===== config.mk =====
export PLATFORM = sky130hd
export DESIGN_NAME = pilot_ignition_retry_sequencer
export DESIGN_NICKNAME = d
export VERILOG_FILES = /design/src/core/ign_pkg.sv /design/src/core/pilot_ignition_retry_sequencer.sv /design/src/core/sync2.sv /design/src/core/led_pattern.sv
export VERILOG_INCLUDE_DIRS = /design/src /design/src/core
export SDC_FILE = /design/constraint.sdc
export NUM_CORES = 1
export LEC_CHECK = 0
export BUFFER_PORTS_ARGS = -buffer_cell sky130_fd_sc_hd__buf_2
export CAP_MARGIN = 25
export CORE_ASPECT_RATIO = 0.7
export CORE_MARGIN = 5
export CORE_UTILIZATION = 35
export CTS_BUF_LIST = sky130_fd_sc_hd__clkbuf_4 sky130_fd_sc_hd__clkbuf_8
export CTS_CLUSTER_DIAMETER = 30
export DETAILED_ROUTE_END_ITERATION = 8
export GPL_ROUTABILITY_DRIVEN = 0
export SLEW_MARGIN = 20
export SYNTH_ARGS = -nofsm -noshare
export SYNTH_HDL_FRONTEND = slang
export SYNTH_SLANG_ARGS = --single-unit

===== constraint.sdc =====
create_clock -name clk_i -period 3.91 [get_ports clk_i]
set_input_delay 0.391 -clock clk_i [delete_from_list [all_inputs] [get_ports clk_i]]
set_output_delay 0.391 -clock clk_i [all_outputs]
set_load 0.01 [all_outputs]

===== src/core/ign_params.svh =====
`ifndef IGN_PARAMS_SVH
`define IGN_PARAMS_SVH
// Notes on behaviour
// - pilot trial lasts at most 90 seconds
// - failed trial: all off, five-minute wait, retry
// - retry forever, no lockout state
// - main valve only after proven pilot flame
// - failed trial shuts spark, pilot and main
// - spark and pilot together until flame/timeout
// - prepurge zero or 30 s, outputs off
// - trial length selectable 15 or 90 s
// - flame loss closes gas within 2 s
// - damper once powered must stay connected
// - green led shows state, codes, flame

// timebase
`define CLK_NS           10
`define TICK_NS          1000000
`define TRIAL_SHORT_MS   15000
`define TRIAL_LONG_MS    90000
`define PURGE_MS         30000
`define WAIT_MS          300000
`define LED_HALF_MS      250
`define LED_GAP_HALVES   4

// register byte offsets
`define ADR_CTRL         8'h00
`define ADR_STAT         8'h04
`define ADR_IRQ          8'h08
`define ADR_MASK         8'h0c

// control fields and reset value
`define CTRL_PURGE_BIT   0
`define CTRL_LONG_BIT    1
`define CTRL_RST         2'h2

// interrupt status bits
`define IRQ_TRIAL_FAIL   0
`define IRQ_FLAME_LOST   1
`define IRQ_PROVEN       2
`define IRQ_DAMPER       3

// led error codes (flash counts)
`define CODE_WAIT        3'h2
`define CODE_DAMPER      3'h3
`endif


===== src/core/ign_pkg.sv =====
package ign_pkg;
  typedef enum logic [2:0] {S_IDLE, S_PURGE, S_TRIAL, S_RUN, S_WAIT} seq_st_t;
  typedef enum logic [1:0] {LED_OFF, LED_ON, LED_SLOW, LED_CODE} led_mode_t;

  // whole state of the sequencer
  typedef struct packed {
    seq_st_t     st;
    logic [18:0] ms;
    logic [16:0] pre;
    logic        tick;
    logic [1:0]  ctrl;
    logic [3:0]  irq;
    logic [3:0]  mask;
    logic [7:0]  retries;
    logic        damp_seen;
    logic        spark;
    logic        pilot;
    logic        main_v;
    logic        damp_pwr;
    logic        ack;
    logic [31:0] rdat;
  } seq_q_t;

  typedef struct packed {
    logic [9:0] ms;
    logic [4:0] slot;
    logic       led;
  } led_q_t;
endpackage


===== src/core/pilot_ignition_retry_sequencer.sv =====
// The placing of the registers and the Wishbone interface to the registers were decided locally.
`timescale 1ns/1ps
`include "ign_params.svh"
module pilot_ignition_retry_sequencer #(
  parameter logic [16:0] TICK_CYC    = 17'(`TICK_NS / `CLK_NS),
  parameter logic [18:0] TRIAL_SHORT = 19'(`TRIAL_SHORT_MS),
  parameter logic [18:0] TRIAL_LONG  = 19'(`TRIAL_LONG_MS),
  parameter logic [18:0] PURGE_LEN   = 19'(`PURGE_MS),
  parameter logic [18:0] WAIT_LEN    = 19'(`WAIT_MS)
) (
  input  wire logic        clk_i,
  input  wire logic        rst_i,
  // classic wishbone slave
  input  wire logic        wb_cyc_i,
  input  wire logic        wb_stb_i,
  input  wire logic        wb_we_i,
  input  wire logic [7:0]  wb_adr_i,
  input  wire logic [3:0]  wb_sel_i,
  input  wire logic [31:0] wb_dat_i,
  output logic      [31:0] wb_dat_o,
  output logic             wb_ack_o,
  // appliance pins
  input  wire logic        heat_req_i,
  input  wire logic        flame_i,
  input  wire logic        damper_conn_i,
  output logic             spark_o,
  output logic             pilot_valve_o,
  output logic             main_valve_o,
  output logic             damper_pwr_o,
  output logic             led_o,
  output logic             irq_o
);
  ign_pkg::seq_q_t    q;
  ign_pkg::seq_q_t    n;
  logic [2:0]         pins_s;
  logic               heat_s;
  logic               flame_s;
  logic               damp_s;
  logic               permit;
  logic               req;
  logic [18:0]        trial_lim;
  logic [3:0]         ev;
  logic [3:0]         clr;
  logic [31:0]        rd;
  ign_pkg::led_mode_t led_mode;
  logic [2:0]         led_code;

  // pins come from the appliance wiring, so they are synchronised first
  sync2 #(
    .W (3)
  ) u_sync (
    .clk_i (clk_i),
    .rst_i (rst_i),
    .d_i   ({heat_req_i, flame_i, damper_conn_i}),
    .q_o   (pins_s)
  );

  assign heat_s  = pins_s[2];
  assign flame_s = pins_s[1];
  assign damp_s  = pins_s[0];

  // a latched damper must be present, otherwise the sequence may not run
  assign permit    = heat_s && (!q.damp_seen || damp_s);
  assign trial_lim = q.ctrl[`CTRL_LONG_BIT] ? TRIAL_LONG : TRIAL_SHORT;
  assign req       = wb_cyc_i && wb_stb_i && !q.ack;

  // status word: state, flame, heat, damper latch, damper, retry count
  function automatic logic [31:0] stat_word(ign_pkg::seq_q_t s, logic h, logic f, logic d);
    stat_word = {16'h0000, s.retries, 1'b0, d, s.damp_seen, h, f, s.st};
  endfunction

  // sequencer, timebase and register file in one next-state process
  always_comb begin
    n      = q;
    ev     = '0;
    clr    = '0;
    rd     = '0;

    // 1 ms tick; all sequence timing counts ticks so counters stay small
    n.tick = 1'b0;
    if (q.pre == 17'(TICK_CYC - 17'h00001)) begin
      n.pre  = '0;
      n.tick = 1'b1;
    end else begin
      n.pre = 17'(q.pre + 17'h00001);
    end
    if (q.tick && (q.ms != '1)) begin
      n.ms = 19'(q.ms + 19'h00001);
    end

    unique case (q.st)
      ign_pkg::S_IDLE: begin
        if (permit) begin
          n.st = q.ctrl[`CTRL_PURGE_BIT] ? ign_pkg::S_PURGE : ign_pkg::S_TRIAL;
        end
      end
      ign_pkg::S_PURGE: begin
        if (q.ms >= PURGE_LEN) begin
          n.st = ign_pkg::S_TRIAL;
        end
      end
      ign_pkg::S_TRIAL: begin
        // flame wins over an expiring timer in the same cycle
        if (flame_s) begin
          n.st           = ign_pkg::S_RUN;
          ev[`IRQ_PROVEN] = 1'b1;
        end else if (q.ms >= trial_lim) begin
          n.st               = ign_pkg::S_WAIT;
          ev[`IRQ_TRIAL_FAIL] = 1'b1;
          if (q.retries != '1) begin
            n.retries = 8'(q.retries + 8'h01);
          end
        end
      end
      ign_pkg::S_RUN: begin
        // relight at once; no wait after a flame that did prove once
        if (!flame_s) begin
          n.st               = ign_pkg::S_TRIAL;
          ev[`IRQ_FLAME_LOST] = 1'b1;
        end
      end
      ign_pkg::S_WAIT: begin
        // no lockout: the wait always leads to a new sequence
        if (q.ms >= WAIT_LEN) begin
          n.st = q.ctrl[`CTRL_PURGE_BIT] ? ign_pkg::S_PURGE : ign_pkg::S_TRIAL;
        end
      end
    endcase

    // loss of heat request or latched damper overrides everything
    if (!permit) begin
      n.st = ign_pkg::S_IDLE;
    end
    if (!heat_s) begin
      n.retries = '0;
    end
    if (n.st != q.st) begin
      n.ms = '0;
    end

    // damper is powered with the heat request; seeing it once latches
    n.damp_pwr = heat_s;
    if (q.damp_pwr && damp_s) begin
      n.damp_seen = 1'b1;
    end
    ev[`IRQ_DAMPER] = heat_s && q.damp_seen && !damp_s && (q.st != ign_pkg::S_IDLE);

    // outputs decode the next state so they line up with the state register
    n.spark  = (n.st == ign_pkg::S_TRIAL);
    n.pilot  = (n.st == ign_pkg::S_TRIAL) || (n.st == ign_pkg::S_RUN);
    n.main_v = (n.st == ign_pkg::S_RUN);

    // register access, answered one cycle after the request
    n.ack = req;
    if (req) begin
      unique case (wb_adr_i)
        `ADR_CTRL: begin
          rd = {30'h0, q.ctrl};
          if (wb_we_i && wb_sel_i[0]) begin
            n.ctrl = wb_dat_i[1:0];
          end
        end
        `ADR_STAT: rd = stat_word(q, heat_s, flame_s, damp_s);
        `ADR_IRQ: begin
          rd = {28'h0000000, q.irq};
          if (!wb_we_i) begin
            clr = '1;
          end
        end
        `ADR_MASK: begin
          rd = {28'h0000000, q.mask};
          if (wb_we_i && wb_sel_i[0]) begin
            n.mask = wb_dat_i[3:0];
          end
        end
        default: rd = '0;
      endcase
    end
    n.rdat = (req && !wb_we_i) ? rd : 32'h00000000;

    // read clears, but an event in the same cycle stays set
    n.irq = (q.irq & ~clr) | ev;
  end

  always_ff @(posedge clk_i) begin
    if (rst_i) begin
      q      <= '0;
      q.st   <= ign_pkg::S_IDLE;
      q.ctrl <= `CTRL_RST;
    end else begin
      q <= n;
    end
  end

  // led: error codes take priority, then flame, then activity
  always_comb begin
    led_code = `CODE_WAIT;
    if (heat_s && q.damp_seen && !damp_s) begin
      led_mode = ign_pkg::LED_CODE;
      led_code = `CODE_DAMPER;
    end else if (q.st == ign_pkg::S_WAIT) begin
      led_mode = ign_pkg::LED_CODE;
    end else if (flame_s || (q.st == ign_pkg::S_RUN)) begin
      led_mode = ign_pkg::LED_ON;
    end else if (q.st != ign_pkg::S_IDLE) begin
      led_mode = ign_pkg::LED_SLOW;
    end else begin
      led_mode = ign_pkg::LED_OFF;
    end
  end

  led_pattern u_led (
    .clk_i  (clk_i),
    .rst_i  (rst_i),
    .tick_i (q.tick),
    .mode_i (led_mode),
    .code_i (led_code),
    .led_o  (led_o)
  );

  // outputs straight from the state register
  assign spark_o       = q.spark;
  assign pilot_valve_o = q.pilot;
  assign main_valve_o  = q.main_v;
  assign damper_pwr_o  = q.damp_pwr;
  assign wb_ack_o      = q.ack;
  assign wb_dat_o      = q.rdat;
  assign irq_o         = |(q.irq & q.mask);
endmodule


===== src/core/sync2.sv =====
`timescale 1ns/1ps
module sync2 #(
  parameter int W = 3
) (
  input  wire logic         clk_i,
  input  wire logic         rst_i,
  input  wire logic [W-1:0] d_i,
  output logic      [W-1:0] q_o
);
  typedef struct packed {
    logic [W-1:0] s1;
    logic [W-1:0] s2;
  } sync_q_t;

  sync_q_t q;
  sync_q_t n;

  // first stage feeds only the second stage
  always_comb begin
    n    = q;
    n.s1 = d_i;
    n.s2 = q.s1;
  end

  always_ff @(posedge clk_i) begin
    if (rst_i) begin
      q <= '0;
    end else begin
      q <= n;
    end
  end

  assign q_o = q.s2;
endmodule


===== src/core/led_pattern.sv =====
`timescale 1ns/1ps
`include "ign_params.svh"
module led_pattern (
  input  wire logic               clk_i,
  input  wire logic               rst_i,
  input  wire logic               tick_i,
  input  wire ign_pkg::led_mode_t mode_i,
  input  wire logic [2:0]         code_i,
  output logic                    led_o
);
  ign_pkg::led_q_t q;
  ign_pkg::led_q_t n;
  logic [4:0]      flashes;
  logic [4:0]      last;

  // slots are half periods; a code is n flashes then a dark gap
  always_comb begin
    n       = q;
    flashes = {1'b0, code_i, 1'b0};
    last    = 5'(flashes + 5'(`LED_GAP_HALVES) - 5'h01);
    if (tick_i) begin
      if (q.ms == 10'(`LED_HALF_MS - 1)) begin
        n.ms   = '0;
        n.slot = (q.slot >= last) ? 5'h00 : 5'(q.slot + 5'h01);
      end else begin
        n.ms = 10'(q.ms + 10'h001);
      end
    end
    unique case (mode_i)
      ign_pkg::LED_OFF:  n.led = 1'b0;
      ign_pkg::LED_ON:   n.led = 1'b1;
      ign_pkg::LED_SLOW: n.led = q.slot[0];
      ign_pkg::LED_CODE: n.led = (q.slot < flashes) && !q.slot[0];
    endcase
  end

  always_ff @(posedge clk_i) begin
    if (rst_i) begin
      q <= '0;
    end else begin
      q <= n;
    end
  end

  assign led_o = q.led;
endmodule


==> results.cfg <==
[timing]
slew_viol_final = 0
worstMarginPinSlew_ps = 932
fmax_ghz = 0.348
final.setup.tns_ps = 0
setup_viol = 0
fin_crit_sh_pct = 73.6
max_slew_margin_pct = 37.1
min_period_ps = 2880
rsz0062_at_grt = no
hold_violations = 0
finClkSkew_ps = 11.6

[setup_path]
worst_r2r_path_depth = 8
r2r_end = q[80]
r2r-start = q[55]
critical_path_class = register to register
rrSetupSlack_ps = 1030
path_max_fanout = 19
worst_setup_path_start_kind = register
crit_required_ps = 4190
crit_arrival_ps = 3150
endpoint_kind = register

[floorplan]
die_area_mm2 = 0.0169
rows = 36
pin_count = 91
initial_core_util_pct = 36.0
die_h_um = 110
core_mm2 = 0.0140
fp.dieW_um = 153

[global_routing]
grt_max_degree = 33
grt_util_met3_pct = 3.40
antenna_found_initial = 0
groute.layer.met1.usage_pct = 18.5
grt_pass1_wl_um = 18200
top_usage_layer = met1
met2_usage_pct = 18.4
grt_pass1_vias = 3818
grtUsageTotal_pct = 12.5
grt_overflow = 0

[yosys]
synth_edf_count = 0
synth_cell_types = 70
synth_cells = 559
syn_avg_cell_area_um2 = 9.02
ys_ff_latch = 101
yosysSeqAreaShare_pct = 40.1
yosys_warnings = 0
synth-async-reset-ratio_pct = 0
synth_flop_cell = dfxtp_1
synthesis.area_mm2 = 0.00504

[run]
cap_violations = 0

[route]
ant_nets = 0
dr_total_vias = 3833
viasPerCell = 4.93
finalWirelength_um = 10300
drc = 0
drt_iter0_drc = 229
avgRoutedWirePerCell_um = 13.2
firstDrtPassIters = 4

[clock_network]
cts_buffers = 9
cts_setup_buffers = 0
clk_pin_slew_worst_paths_ps = 100
clockRootBuffer = clkbuf_8
clk_path_buf_depth = 2
post_cts_resized = 0
insertion_delay_ps = 380
ctsHoldBuffers = 0
clock_sinks = 101
cts_tree = done
cts_max_level = 3

[pwr]
vdd_drop_max_v = 0.000157
pwr-share-comb_pct = 4.1
p_per_area_mw_per_mm2 = 327
pwr-share-seq_pct = 58.4
p_clk_share_pct = 37.5
switching_share_pct = 24.2
leakagePower_nw = 2.06
p_int_mw = 1.35
power.switching_mw = 0.431

[cells_and_area]
diodes = 0
drive_gt1_share_pct = 16.0
area_delta_synth_final_pct = 8.21
final_util_pct = 39.0
layout.nets = 651
final_cells = 777
layout_common_cells = 101 x dfxtp_1, 65 x nor2_1, 42 x buf_2
design_area_mm2 = 0.00546
final_common_cell = dfxtp_1

[run_status]
status = finished, final reports clean

[place]
hpwlAfterDp_um = 7690
place_area_mm2 = 0.00525
dpl.cell_count = 761
portBuffers = 42

[min_path]
hold_path_depth = 2
hold_path_class = input port to register
hold_end = u_sync.n[2]
min_from = heat_req_i
kinds of logic (layout without fill, tap and decap cells):
logic type	Yosys count	in the layout	synth area share, %
AOI/OAI and AO/OA	69	69	10.5
xor gates and xnor gates	42	42	7.30
adders and majority gates	17	17	4.22
buffers and inverters	71	83	7.97
DFF	101	101	40.1
muxes	12	12	2.93
other	1	17	0.0744
and+or+nand+nor	246	246	26.9
layout make-up:
| type | instances | area (um^2) |
|---|---|---|
| Tap cell | 190 | 238 |
| Fill cell | 1400 | 8550 |
| Sequential cell | 101 | 2020 |
| Clock buffer | 12 | 165 |
| Clock inverter | 4 | 41.3 |
| Timing Repair Buffer | 44 | 225 |
| Inverter | 23 | 86.3 |
| Multi-Input combinational cell | 403 | 2680 |
through the flow:
step | power, mW | worst slack [ps] | hold slack (ps)
final | 1.78 | 1030 | 226
after global routing | 1.86 | 813 | 238
after CTS | 1.81 | 1040 | 210
after detailed placement | 1.14 | 1080 | 429
after global placement | 1.14 | 1160 | 429
after floorplan | 1.13 | 1580 | 414
layer usage:
metal	vias up	wire (um)
met5	-	0
met4	0	88
met3	8	473
met2	68	4250
met1	1798	5470
li1	1959	-
cells in the mapped netlist (3+ instances only):
master | n | area [um^2]
a31oi_1 | 4 | 25.0
or3_1 | 3 | 18.8
clkbuf_1 | 13 | 48.8
nor3_1 | 21 | 105
nand3b_1 | 3 | 22.5
or2_2 | 3 | 18.8
nand4b_1 | 4 | 35.0
nand2b_1 | 8 | 50.1
and2_1 | 14 | 87.6
nand4_1 | 15 | 93.8
a21oi_1 | 17 | 85.1
nor4_1 | 4 | 25.0
buf_4 | 32 | 240
a22oi_1 | 5 | 37.5
inv_1 | 23 | 86.3
xnor2_1 | 19 | 166
o21bai_1 | 3 | 22.5
nor3_2 | 11 | 110
and3_1 | 6 | 37.5
or4_4 | 3 | 33.8
nor2b_1 | 15 | 93.8
o22ai_1 | 3 | 18.8
nand3_1 | 24 | 120
dfxtp_1 | 101 | 2020
xor2_1 | 23 | 201
mux2i_1 | 8 | 80.1
a31o_2 | 3 | 26.3
nand2_1 | 32 | 120
a211o_1 | 3 | 26.3
nor2_1 | 65 | 244
ha_1 | 17 | 213
o21ai_0 | 7 | 35.0
worst max-delay path by stage:
stage / startpoint / end
floorplan: wb_adr_i[1] / q[55]
global placement: q[55] / q[80]
detailed placement: q[55] / q[80]
CTS: q[55] / q[80]
global route: q[55] / q[80]
finish: q[55] / q[80]
state kept, by name, indices dropped and copies added (netlist names):
signal	cells
pilot_valve_o	1
q	59
main_valve_o	1
damper_pwr_o	1
u_sync.q_o	3
u_led.q	15
wb_ack_o	1
wb_dat_o	15
u_led.led_o	1
spark_o	1
u_sync.n	3
critical path, stage by stage, from the launching register on:
cell and delay [ps]:
dfxtp_1 450, inv_1 170, ha_1 340, a211o_1 290, o21ai_0 360, nand4b_1 300
a21oi_1 350, a21oi_4 190, a2111oi_2 310
power groups by stage:
stage                     combinational, mW  clock, mW  sequential, mW
after floorplan                      0.0648          0            1.06
after global placement               0.0718          0            1.07
after detailed placement             0.0733          0            1.07
after CTS                            0.0739      0.693            1.04
after global routing                 0.0818      0.739            1.04
final                                0.0735      0.669            1.04
No activity file was read; power rests on OpenSTA's default activity.
